$ cat config.mk
export PLATFORM = sky130hd
export DESIGN_NAME = adc_scan_timer_sequencer
export DESIGN_NICKNAME = d
export VERILOG_FILES = /design/src/design/adc_scan_pkg.sv /design/src/design/adc_scan_timer_sequencer.sv
export VERILOG_INCLUDE_DIRS = /design/src /design/src/design
export SDC_FILE = /design/constraint.sdc
export NUM_CORES = 1
export LEC_CHECK = 0
export BUFFER_PORTS_ARGS = -buffer_cell sky130_fd_sc_hd__buf_2
export CAP_MARGIN = 10
export CELL_PAD_IN_SITES_DETAIL_PLACEMENT = 0
export CELL_PAD_IN_SITES_GLOBAL_PLACEMENT = 2
export CORE_MARGIN = 1.5
export CORE_UTILIZATION = 31
export CTS_CLUSTER_SIZE = 8
export DETAILED_ROUTE_END_ITERATION = 8
export GPL_ROUTABILITY_DRIVEN = 0
export PLACE_DENSITY_LB_ADDON = 0.1
export SETUP_SLACK_MARGIN = 0.3
export SLEW_MARGIN = 5
export SYNTH_ARGS = -nofsm -noshare
export SYNTH_HDL_FRONTEND = slang
export SYNTH_SLANG_ARGS = --single-unit
export TNS_END_PERCENT = 5
$ cat constraint.sdc
create_clock -name clk_in -period 2.8 [get_ports clk_in]
set_input_delay 0.56 -clock clk_in [delete_from_list [all_inputs] [get_ports clk_in]]
set_output_delay 0.56 -clock clk_in [all_outputs]
set_load 0.03 [all_outputs]
$ cat src/design/adc_scan_defs.svh
`ifndef ADC_SCAN_DEFS_SVH
`define ADC_SCAN_DEFS_SVH

// ****************************************************************
// register indices (byte address is four times the index)
// ****************************************************************
`define IDX_CONTROL        8'h04
`define IDX_PRESCALE       8'h09
`define IDX_INTERVAL       8'h0C
`define IDX_FIRST_CHAN     8'h10
`define IDX_LAST_CHAN      8'h11
`define IDX_START_CONVERT  8'h24

// ****************************************************************
// control word fields
// ****************************************************************
`define CTRL_FORMAT_BIT    0
`define CTRL_MODE_LSB      8
`define CTRL_MODE_MSB      10
`define CTRL_TIMER_EN_BIT  11
`define CTRL_RW_MASK       16'h3F3F
`define PRESCALE_LSB       8
`define START_CONVERT_BIT  0

// ****************************************************************
// scan mode codes
// ****************************************************************
`define MODE_DISABLED      3'h0
`define MODE_UNIFORM_CONT  3'h1
`define MODE_UNIFORM_ONCE  3'h2
`define MODE_BURST_CONT    3'h3
`define MODE_BURST_ONCE    3'h4
`define MODE_EXT_TRIGGER   3'h5

// ****************************************************************
// reset values and timing
// ****************************************************************
`define RESET_WORD8        8'h00
`define RESET_WORD16       16'h0000
`define CLK_MHZ            50
`define REF_MHZ            8
`define REF_ACC_MOD        6'(`CLK_MHZ)
`define REF_ACC_STEP       6'(`REF_MHZ)

`endif

$ cat src/design/adc_scan_pkg.sv
`default_nettype none

package adc_scan_pkg;

  // sequencer states, one-hot
  typedef enum logic [3:0] {
    ST_IDLE      = 4'h1,
    ST_WAIT_TRIG = 4'h2,
    ST_CONVERT   = 4'h4,
    ST_WAIT_DONE = 4'h8
  } seq_state_t;

endpackage

`default_nettype wire

$ cat src/design/adc_scan_timer_sequencer.sv
// Contract
// - format bit 0 clear gives two's complement, set gives offset binary results.
// - offset binary is two's complement with the sign bit inverted.
// - first counter divides the 8 MHz reference by prescaler, bits 15:8.
// - second counter divides prescaler output by the 16-bit interval value.
// - triggers spaced prescaler times interval over 8 MHz.
// - prescaler and interval take 8/16/32-bit access, clear on reset.
// - scan starts at first channel and covers through last channel inclusive.
// - last channel register defines end of scan, bits 15:8 when combined.
// - equal first and last channel converts that single channel per trigger.
// - channel bounds take byte or combined access, unused bits read zero.
// - both channel bound registers clear on reset.
// - channel pointer reloads from first channel whenever conversions halt.
// - control bit 11 enables the periodic timer, cleared at reset.
// - control bits 10:8 select the scan mode, 101 external trigger, timer triggers too when bit 11 set.
// - writing one to start-convert bit 0 starts acquisition.
`include "adc_scan_defs.svh"
`timescale 1ns/1ps
`default_nettype none

module adc_scan_timer_sequencer (
  // clock and reset
  input  wire logic        clk_in,
  input  wire logic        reset_in,
  // ahb-lite slave
  input  wire logic        hsel_in,
  input  wire logic [31:0] haddr_in,
  input  wire logic [1:0]  htrans_in,
  input  wire logic        hwrite_in,
  input  wire logic [2:0]  hsize_in,
  input  wire logic        hready_in,
  input  wire logic [31:0] hwdata_in,
  output logic      [31:0] hrdata_out,
  output logic             hreadyout_out,
  output logic             hresp_out,
  // converter side
  input  wire logic        conv_done_in,
  input  wire logic [15:0] conv_data_in,
  input  wire logic        ext_trigger_in,
  output logic             conv_start_out,
  output logic      [7:0]  channel_out,
  output logic             scan_active_out,
  output logic             trigger_out,
  // result buffer side
  output logic             result_valid_out,
  output logic      [15:0] result_data_out,
  output logic      [7:0]  result_channel_out
);

  // ****************************************************************
  // bus address phase capture
  // ****************************************************************
  logic       ap_write;
  logic [7:0] ap_index;
  logic [3:0] ap_lanes;
  logic       next_ap_write;
  logic [7:0] next_ap_index;
  logic [3:0] next_ap_lanes;

  // register state
  logic [15:0] control;
  logic [7:0]  trigger_prescale_divisor;
  logic [15:0] trigger_interval_divisor;
  logic [7:0]  scan_first_channel;
  logic [7:0]  scan_last_channel;
  logic        start_pulse;
  logic [15:0] next_control;
  logic [7:0]  next_prescale;
  logic [15:0] next_interval;
  logic [7:0]  next_first;
  logic [7:0]  next_last;
  logic        next_start_pulse;

  // decoded control fields
  logic [2:0] scan_mode;
  logic       timer_en;
  logic       offset_fmt;

  assign scan_mode  = control[`CTRL_MODE_MSB:`CTRL_MODE_LSB];
  assign timer_en   = control[`CTRL_TIMER_EN_BIT];
  assign offset_fmt = control[`CTRL_FORMAT_BIT];

  // byte lanes from size and low address bits
  function automatic logic [3:0] lanes_of(input logic [2:0] size, input logic [1:0] low);
    logic [3:0] l;
    l = 4'hF;
    if (size == 3'h0) begin
      l = 4'h1 << low;
    end else if (size == 3'h1) begin
      l = low[1] ? 4'hC : 4'h3;
    end
    return l;
  endfunction

  // merge written byte lanes into a 32-bit view
  function automatic logic [31:0] merge(input logic [31:0] old, input logic [31:0] wd,
                                        input logic [3:0] be);
    logic [31:0] m;
    m = old;
    for (int i = 0; i < 4; i++) begin
      if (be[i]) begin
        m[i*8 +: 8] = wd[i*8 +: 8];
      end
    end
    return m;
  endfunction

  // address phase and register writes
  always_comb begin
    logic [31:0] m;
    m                = 32'h0000_0000;
    next_ap_write    = 1'b0;
    next_ap_index    = 8'h00;
    next_ap_lanes    = 4'h0;
    next_control     = control;
    next_prescale    = trigger_prescale_divisor;
    next_interval    = trigger_interval_divisor;
    next_first       = scan_first_channel;
    next_last        = scan_last_channel;
    next_start_pulse = 1'b0;
    if (hsel_in && htrans_in[1] && hready_in) begin
      next_ap_write = hwrite_in;
      next_ap_index = haddr_in[9:2];
      next_ap_lanes = lanes_of(hsize_in, haddr_in[1:0]);
    end
    if (ap_write) begin
      if (ap_index == `IDX_CONTROL) begin
        m            = merge({16'h0000, control}, hwdata_in, ap_lanes);
        next_control = m[15:0] & `CTRL_RW_MASK;
      end else if (ap_index == `IDX_PRESCALE) begin
        m             = merge({16'h0000, trigger_prescale_divisor, 8'h00}, hwdata_in, ap_lanes);
        next_prescale = m[15:8];
      end else if (ap_index == `IDX_INTERVAL) begin
        m             = merge({16'h0000, trigger_interval_divisor}, hwdata_in, ap_lanes);
        next_interval = m[15:0];
      end else if (ap_index == `IDX_FIRST_CHAN) begin
        m          = merge({16'h0000, scan_last_channel, scan_first_channel}, hwdata_in,
                           ap_lanes);
        next_first = m[7:0];
        next_last  = m[15:8];
      end else if (ap_index == `IDX_LAST_CHAN) begin
        m         = merge({24'h000000, scan_last_channel}, hwdata_in, ap_lanes);
        next_last = m[7:0];
      end else if (ap_index == `IDX_START_CONVERT) begin
        next_start_pulse = ap_lanes[0] && hwdata_in[`START_CONVERT_BIT];
      end
    end
  end

  // register group flops, all cleared at reset
  always_ff @(posedge clk_in) begin
    if (reset_in) begin
      ap_write                 <= 1'b0;
      ap_index                 <= 8'h00;
      ap_lanes                 <= 4'h0;
      control                  <= `RESET_WORD16;
      trigger_prescale_divisor <= `RESET_WORD8;
      trigger_interval_divisor <= `RESET_WORD16;
      scan_first_channel       <= `RESET_WORD8;
      scan_last_channel        <= `RESET_WORD8;
      start_pulse              <= 1'b0;
    end else begin
      ap_write                 <= next_ap_write;
      ap_index                 <= next_ap_index;
      ap_lanes                 <= next_ap_lanes;
      control                  <= next_control;
      trigger_prescale_divisor <= next_prescale;
      trigger_interval_divisor <= next_interval;
      scan_first_channel       <= next_first;
      scan_last_channel        <= next_last;
      start_pulse              <= next_start_pulse;
    end
  end

  // ****************************************************************
  // read data and response
  // ****************************************************************
  always_comb begin
    hrdata_out = 32'h0000_0000;
    if (ap_index == `IDX_CONTROL) begin
      hrdata_out = {16'h0000, control};
    end else if (ap_index == `IDX_PRESCALE) begin
      hrdata_out = {16'h0000, trigger_prescale_divisor, 8'h00};
    end else if (ap_index == `IDX_INTERVAL) begin
      hrdata_out = {16'h0000, trigger_interval_divisor};
    end else if (ap_index == `IDX_FIRST_CHAN) begin
      hrdata_out = {16'h0000, scan_last_channel, scan_first_channel};
    end else if (ap_index == `IDX_LAST_CHAN) begin
      hrdata_out = {24'h000000, scan_last_channel};
    end
  end

  assign hreadyout_out = 1'b1;
  assign hresp_out     = 1'b0;

  // ****************************************************************
  // cascaded trigger counters
  // ****************************************************************
  adc_scan_pkg::seq_state_t state;
  adc_scan_pkg::seq_state_t next_state;

  logic [5:0]  ref_acc;
  logic [7:0]  pre_cnt;
  logic [15:0] int_cnt;
  logic        timer_trig;
  logic [5:0]  next_ref_acc;
  logic [7:0]  next_pre_cnt;
  logic [15:0] next_int_cnt;
  logic        next_timer_trig;
  logic        ref_tick;
  logic        pre_tick;
  logic        timer_run;

  // run only while enabled and scanning
  assign timer_run = timer_en && (state != adc_scan_pkg::ST_IDLE);

  // 8 MHz enable from 50 MHz by fractional accumulation, then two dividers
  always_comb begin
    logic [6:0] sum;
    sum             = {1'b0, ref_acc} + {1'b0, `REF_ACC_STEP};
    next_ref_acc    = sum[5:0];
    ref_tick        = 1'b0;
    pre_tick        = 1'b0;
    next_pre_cnt    = pre_cnt;
    next_int_cnt    = int_cnt;
    next_timer_trig = 1'b0;
    if (sum >= {1'b0, `REF_ACC_MOD}) begin
      next_ref_acc = 6'(sum - {1'b0, `REF_ACC_MOD});
      ref_tick     = 1'b1;
    end
    if (!timer_run) begin
      next_ref_acc = 6'h00;
      next_pre_cnt = trigger_prescale_divisor;
      next_int_cnt = trigger_interval_divisor;
    end else begin
      if (ref_tick && trigger_prescale_divisor != 8'h00) begin
        if (pre_cnt <= 8'h01) begin
          next_pre_cnt = trigger_prescale_divisor;
          pre_tick     = 1'b1;
        end else begin
          next_pre_cnt = pre_cnt - 8'h01;
        end
      end
      if (pre_tick && trigger_interval_divisor != 16'h0000) begin
        if (int_cnt <= 16'h0001) begin
          next_int_cnt    = trigger_interval_divisor;
          next_timer_trig = 1'b1;
        end else begin
          next_int_cnt = int_cnt - 16'h0001;
        end
      end
    end
  end

  // counter flops
  always_ff @(posedge clk_in) begin
    if (reset_in) begin
      ref_acc    <= 6'h00;
      pre_cnt    <= 8'h00;
      int_cnt    <= 16'h0000;
      timer_trig <= 1'b0;
    end else begin
      ref_acc    <= next_ref_acc;
      pre_cnt    <= next_pre_cnt;
      int_cnt    <= next_int_cnt;
      timer_trig <= next_timer_trig;
    end
  end

  // ****************************************************************
  // scan sequencer
  // ****************************************************************
  logic [7:0]  chan_ptr;
  logic        soft_pend;
  logic        res_valid;
  logic [15:0] res_data;
  logic [7:0]  res_chan;
  logic [7:0]  next_chan_ptr;
  logic        next_soft_pend;
  logic        next_res_valid;
  logic [15:0] next_res_data;
  logic [7:0]  next_res_chan;
  logic        trig_now;
  logic        burst;
  logic        once;
  logic        ext_mode;

  assign ext_mode = scan_mode == `MODE_EXT_TRIGGER;
  assign burst    = scan_mode == `MODE_BURST_CONT || scan_mode == `MODE_BURST_ONCE || ext_mode;
  assign once     = scan_mode == `MODE_UNIFORM_ONCE || scan_mode == `MODE_BURST_ONCE;
  // timer feeds triggers only when enabled
  assign trig_now = (timer_en && timer_trig) || (ext_mode && ext_trigger_in) || soft_pend;

  always_comb begin
    next_state     = state;
    next_chan_ptr  = chan_ptr;
    next_res_valid = 1'b0;
    next_res_data  = res_data;
    next_res_chan  = res_chan;
    // software trigger held when neither timer nor external trigger paces the scan; set wins
    next_soft_pend = (start_pulse && !timer_en && !ext_mode) ||
                     (soft_pend && !(state == adc_scan_pkg::ST_WAIT_TRIG));
    case (state)
      adc_scan_pkg::ST_IDLE: begin
        // pointer follows first channel while halted
        next_chan_ptr = scan_first_channel;
        if (start_pulse && scan_mode != `MODE_DISABLED) begin
          next_state = adc_scan_pkg::ST_WAIT_TRIG;
        end
      end
      adc_scan_pkg::ST_WAIT_TRIG: begin
        if (scan_mode == `MODE_DISABLED) begin
          next_state = adc_scan_pkg::ST_IDLE;
        end else if (trig_now) begin
          next_state = adc_scan_pkg::ST_CONVERT;
        end
      end
      adc_scan_pkg::ST_CONVERT: begin
        next_state = adc_scan_pkg::ST_WAIT_DONE;
      end
      adc_scan_pkg::ST_WAIT_DONE: begin
        if (conv_done_in) begin
          next_res_valid = 1'b1;
          next_res_chan  = chan_ptr;
          next_res_data  = offset_fmt ? {~conv_data_in[15], conv_data_in[14:0]} : conv_data_in;
          if (chan_ptr >= scan_last_channel) begin
            next_chan_ptr = scan_first_channel;
            if (once || scan_mode == `MODE_DISABLED) begin
              next_state = adc_scan_pkg::ST_IDLE;
            end else begin
              next_state = adc_scan_pkg::ST_WAIT_TRIG;
            end
          end else begin
            next_chan_ptr = chan_ptr + 8'h01;
            next_state    = burst ? adc_scan_pkg::ST_CONVERT : adc_scan_pkg::ST_WAIT_TRIG;
          end
        end
      end
      default: begin
        next_state = adc_scan_pkg::ST_IDLE;
      end
    endcase
  end

  // sequencer flops
  always_ff @(posedge clk_in) begin
    if (reset_in) begin
      state     <= adc_scan_pkg::ST_IDLE;
      chan_ptr  <= 8'h00;
      soft_pend <= 1'b0;
      res_valid <= 1'b0;
      res_data  <= 16'h0000;
      res_chan  <= 8'h00;
    end else begin
      state     <= next_state;
      chan_ptr  <= next_chan_ptr;
      soft_pend <= next_soft_pend;
      res_valid <= next_res_valid;
      res_data  <= next_res_data;
      res_chan  <= next_res_chan;
    end
  end

  // outputs
  assign conv_start_out     = state == adc_scan_pkg::ST_CONVERT;
  assign channel_out        = chan_ptr;
  assign scan_active_out    = state != adc_scan_pkg::ST_IDLE;
  assign trigger_out        = timer_trig;
  assign result_valid_out   = res_valid;
  assign result_data_out    = res_data;
  assign result_channel_out = res_chan;

endmodule

`default_nettype wire

Word level (Yosys, flattened, before mapping)
Index checks and enable logic that the tools add are counted.
Word-level totals
  bits in registers: 133
  logic and storage cells: 145
  output and inout bits: 70
  bits of input ports: 92
Operators by class
  order comparisons: 4
  shift-type cells: 1
  reduce and logical (&&, ||, !) cells: 45
  bitwise gates (word level): 10
  $add $sub $neg: 5
  eq/ne operators: 22
  multiplexer cells: 37
Operators by type and width (number)
  $mux 16: 8
  $mux 8: 10
  $mux 4: 5
  $eq 8x4->1 const B: 2
  $eq 8x5->1 const B: 2
  $le 16x1->1 const B: 1
  $pmux 4 s4: 1
  $pmux 8 s2: 1
  $reduce_bool 16->1: 1
  $sub 16x1->16 const B: 1
  $logic_and 1x1->1: 12
  $not 1->1: 10
  $reduce_and 5->1: 2
  $reduce_and 3->1: 3
  $add 8x1->8 const B: 1
  $eq 8x3->1 const B: 1
  $eq 8x6->1 const B: 1
  $ge 8x8->1: 1
  $le 8x1->1 const B: 1
  $mux 2: 4
  $reduce_bool 8->1: 1
  $reduce_or 8->1: 1
  $sub 8x1->8 const B: 1
  $add 6x4->7 const B: 1
  other kinds (28): 52

Depth between registers and ports, before layout
  depth in word-level cells: 9
  depth in mapped cells: 10

Worst setup path after synthesis
Ideal clock, no wire load.
  kind: register -> output
  start: reg ap_index[1]
  end: out hrdata_out[10]
  data arrival time: 2.266 ns
  path buffers: 1
  path slack: -0.026 ns
  cell stages (with the launch flop): 6
  cell sequence: dfxtp_1 or4_4 or3_1 or2_2 clkbuf_1 a21oi_1
Between the ends
  word-level cells in the longest chain between the ends: 5
  elaborated cells between the ends (all ways): 8
  classes of those cells: 4 x eq/ne; 4 x mux
RTL lines
  from (decl): line adc_scan_timer_sequencer.sv:54  | logic [7:0] ap_index;
  from (signal assigned): line adc_scan_timer_sequencer.sv:164  | ap_index <= next_ap_index;
  $eq 8x5->1 (no source line)
  $mux 16: line adc_scan_timer_sequencer.sv:186  | end else if (ap_index == `IDX_FIRST_CHAN) begin
  $mux 16: line adc_scan_timer_sequencer.sv:184  | end else if (ap_index == `IDX_INTERVAL) begin
  $mux 16: line adc_scan_timer_sequencer.sv:182  | end else if (ap_index == `IDX_PRESCALE) begin
  $mux 16 (*): line adc_scan_timer_sequencer.sv:180  | if (ap_index == `IDX_CONTROL) begin
  to (decl): line adc_scan_timer_sequencer.sv:33  | output logic [31:0] hrdata_out,
Mark *: on every way between the ends. The rest lies on a longest branch, timed or not.

Worst setup path in the final report
Same ends and word-level chain as after synthesis.

==> impl_metrics.json <==
{
  "crit_arrival_ns": 2.41,
  "min_to": "ap_index[2]",
  "finClkSkew_ns": 0.0110,
  "vias_per_cell": 5.16,
  "regToRegStartpoint": "ap_index[1]",
  "finalHoldWorstSlack_ns": 0.329,
  "yosysWarnings": 0,
  "tightest_slew_ns": 0.752,
  "worstHoldPathCells": 2,
  "async_reset_ff_share_pct": 0,
  "maxCapViolations": 0,
  "relSlewSlack_pct": 49.5,
  "synth_fa_ha_area_share_pct": 3.28,
  "ant_nets": 0,
  "status": "finished, violations left",
  "max_stage_delay_ns": 0.53,
  "rrSetupSlack_ns": 0.45,
  "cts_sinks": 132,
  "netlist_area_sq_um": 6860,
  "syn_inst": 819,
  "worstPathBufferInverterCount": 2,
  "crit_type": "reg -> out",
  "clockRootBuffer": "clkbuf_16",
  "peakVddDrop_mv": 0.385,
  "io_buffers": 104,
  "rows": 54,
  "layout_worst_path_cycle_share_pct": 106,
  "synth_compound_area_share_pct": 18.4,
  "synthFlopType": "dfxtp_1",
  "cts_tree": "built",
  "nets": 1042,
  "ctsHoldBuffers": 0,
  "crit_family": "simple AND/OR/NAND/NOR gates",
  "rr_worst_depth": 6,
  "cts.clk_slew.worst_paths_ns": 0.06,
  "crit_path_start_kind": "flop",
  "grt_pass1_vias": 5994,
  "detail_route.first_pass.iterations": 4,
  "ys_ff_latch": 132,
  "cp_slowest_cell": "or4_4",
  "hp-class": "in -> reg",
  "synthMuxAreaShare_pct": 9.78,
  "drc": 0,
  "route.met3.wl_um": 759,
  "grt_start_max_net_pins": 57,
  "grt_pass1_wl_um": 33100,
  "grt_antenna_before_repair": 0,
  "drive_above_1_share_pct": 22.5,
  "clkLatencyLatePin_ns": 0.43,
  "synthXorXnorAreaFrac_pct": 0.511,
  "die_width_um": 152,
  "start_util_pct": 31.5,
  "setup_slack_ns": -0.167,
  "final_cell_mix": "131 x dfxtp_1, 97 x nor2_1, 91 x nand2_1, 89 x buf_2, 71 x a21oi_1",
  "hold_start": "haddr_in[4]",
  "synth_top_family_by_area": "simple AND/OR/NAND/NOR gates",
  "place_inst": 1190,
  "dpl_worst_slack_ns": 0.0904,
  "drt_iter0_drc": 307,
  "wl_per_cell_um": 17.4,
  "synth-edff-count": 0,
  "cts_max_path_buffers": 2,
  "crit_chain": "or4_4, or3_4, or2_4, buf_12, nor2_4, a21oi_4, buf_6",
  "hold_viol": 0,
  "violations": "setup timing",
  "cts_htree_levels": 4,
  "cts_made_buffers": 17,
  "rsz0062_at_grt": "yes",
  "clock.fmax_ghz": 0.337,
  "antennaDiodeCount": 0,
  "synthSimpleGateAreaFrac_pct": 23.0,
  "die_area_sq_um": 23000,
  "synth-seq-area-share_pct": 38.5,
  "vias": 6321,
  "fp.dieH_um": 152,
  "p_leak_uw": 0.00351,
  "maxUsedRoutingLayer": "met4",
  "wl_met2_um": 9830,
  "synthToLayoutAreaGrowth_pct": 26.8,
  "wl_met1_um": 10500,
  "r2r_end": "control[8]",
  "coreArea_sq_um": 21800,
  "dp_hpwl_um": 15900,
  "layout_min_cycle_time_ns": 2.97,
  "pwr_density_cell_nw_per_um2": 544,
  "layout_commonest_cell": "dfxtp_1",
  "instances_no_fill": 1225,
  "finalPower_uw": 4730,
  "grt_overflow": 0,
  "crit_fanout": 6,
  "pin_count": 162,
  "cp-end-kind": "primary output",
  "drt_wl_total_um": 21400,
  "grt_usage_pct": 18.9,
  "slew_viol_final": 0,
  "ys_types": 67,
  "cp.required_ns": 2.24,
  "synth_area_per_cell_sq_um": 8.37,
  "setup_viol": 11
}
## timing repair
| item | CTS | global route |
|---|---|---|
| buffers inserted | 3 | 0 |
| pin swaps | 10 | 7 |
| resized for setup | 39 | 10 |
| setup endpoints to repair | 17 | 46 |
| endpoints found under the hold margin | 0 | 0 |
## where the power goes
group          switching [uW]  leakage (uW)  internal [uW]  total, uW
Clock                     870      0.000328           1740       2610
Sequential               6.95       0.00106           1880       1890
Combinational             151       0.00212           72.7        224
Total                    1030       0.00351           3700       4730
## routing by layer
metal | vias to the layer above | track usage (%)
met5 | - | 0
met4 | 0 | 6.63
met3 | 22 | 3.20
met2 | 141 | 29.8
met1 | 3032 | 25.8
li1 | 3126 | -
## cell usage after synthesis (all sizes together), types with 6 or more instances
cell type  count  share of area, %
and2          11               1.0
or3            6              0.55
a21oi         77               5.6
nor3          16               1.6
or4            6              0.77
nand3         21               1.6
or2            8              0.73
o21ai         24               1.8
a221o          6              0.88
ha            18               3.3
buf           32               3.2
o32ai          8               1.0
a31oi          7              0.64
nor4          13               1.6
nand3b         7              0.77
a21o          14               1.5
inv           27               1.5
a211oi        14               1.5
mux2i         67               9.8
nand2         93               5.1
nor2         103               5.7
clkbuf        30               1.6
dfxtp        132                39
nand2b        12               1.1
## worst register-to-register path: cells and delay by family, from the launching register on
kind	cells	cell delay, ns
flip-flops	1	0.31
multiplexers	1	0.24
AND/OR/NAND/NOR	5	1.66
## stage by stage
step	setup TNS, ns	util (%)	area [sq um]
after floorplan	0	-	7010
after detailed placement	0	35.9	7800
after global routing	-1.74	40.0	8690
final	-1.10	40.0	8690
after global placement	0	35.9	7800
after CTS	-1.35	39.7	8640
## logic make-up after synthesis
group	Yosys count
other cells	2
buf+inv	89
compound gates	192
mux	67
simple gates	315
fa+ha+maj	18
xor+xnor	4
flops	132
## state kept, by name (all words and copies together) (netlist names), 12 cells and up
register,cells
result_data_out,16
control,12
int_cnt,16
trigger_interval_divisor,16
## worst max-delay path by stage
stage               cells past startpoint         from              to
global route                            7  ap_index[1]  hrdata_out[10]
detailed placement                      6  ap_index[1]  hrdata_out[10]
global placement                        7  ap_index[1]  hrdata_out[11]
CTS                                     6  ap_index[1]  hrdata_out[11]
finish                                  7  ap_index[1]  hrdata_out[10]
floorplan                               5  ap_index[1]  hrdata_out[10]
## final cells by class
class                   count  area [sq um]
flip-flops and latches    132          2650
multi-input cells         614          3990
inverters                  27           101
repair buffers            140           910
well taps                 280           350
clock buffers              20           467
fillers                  2270         13100
clock inverters            12           225
No activity file was read; power rests on OpenSTA's default activity.
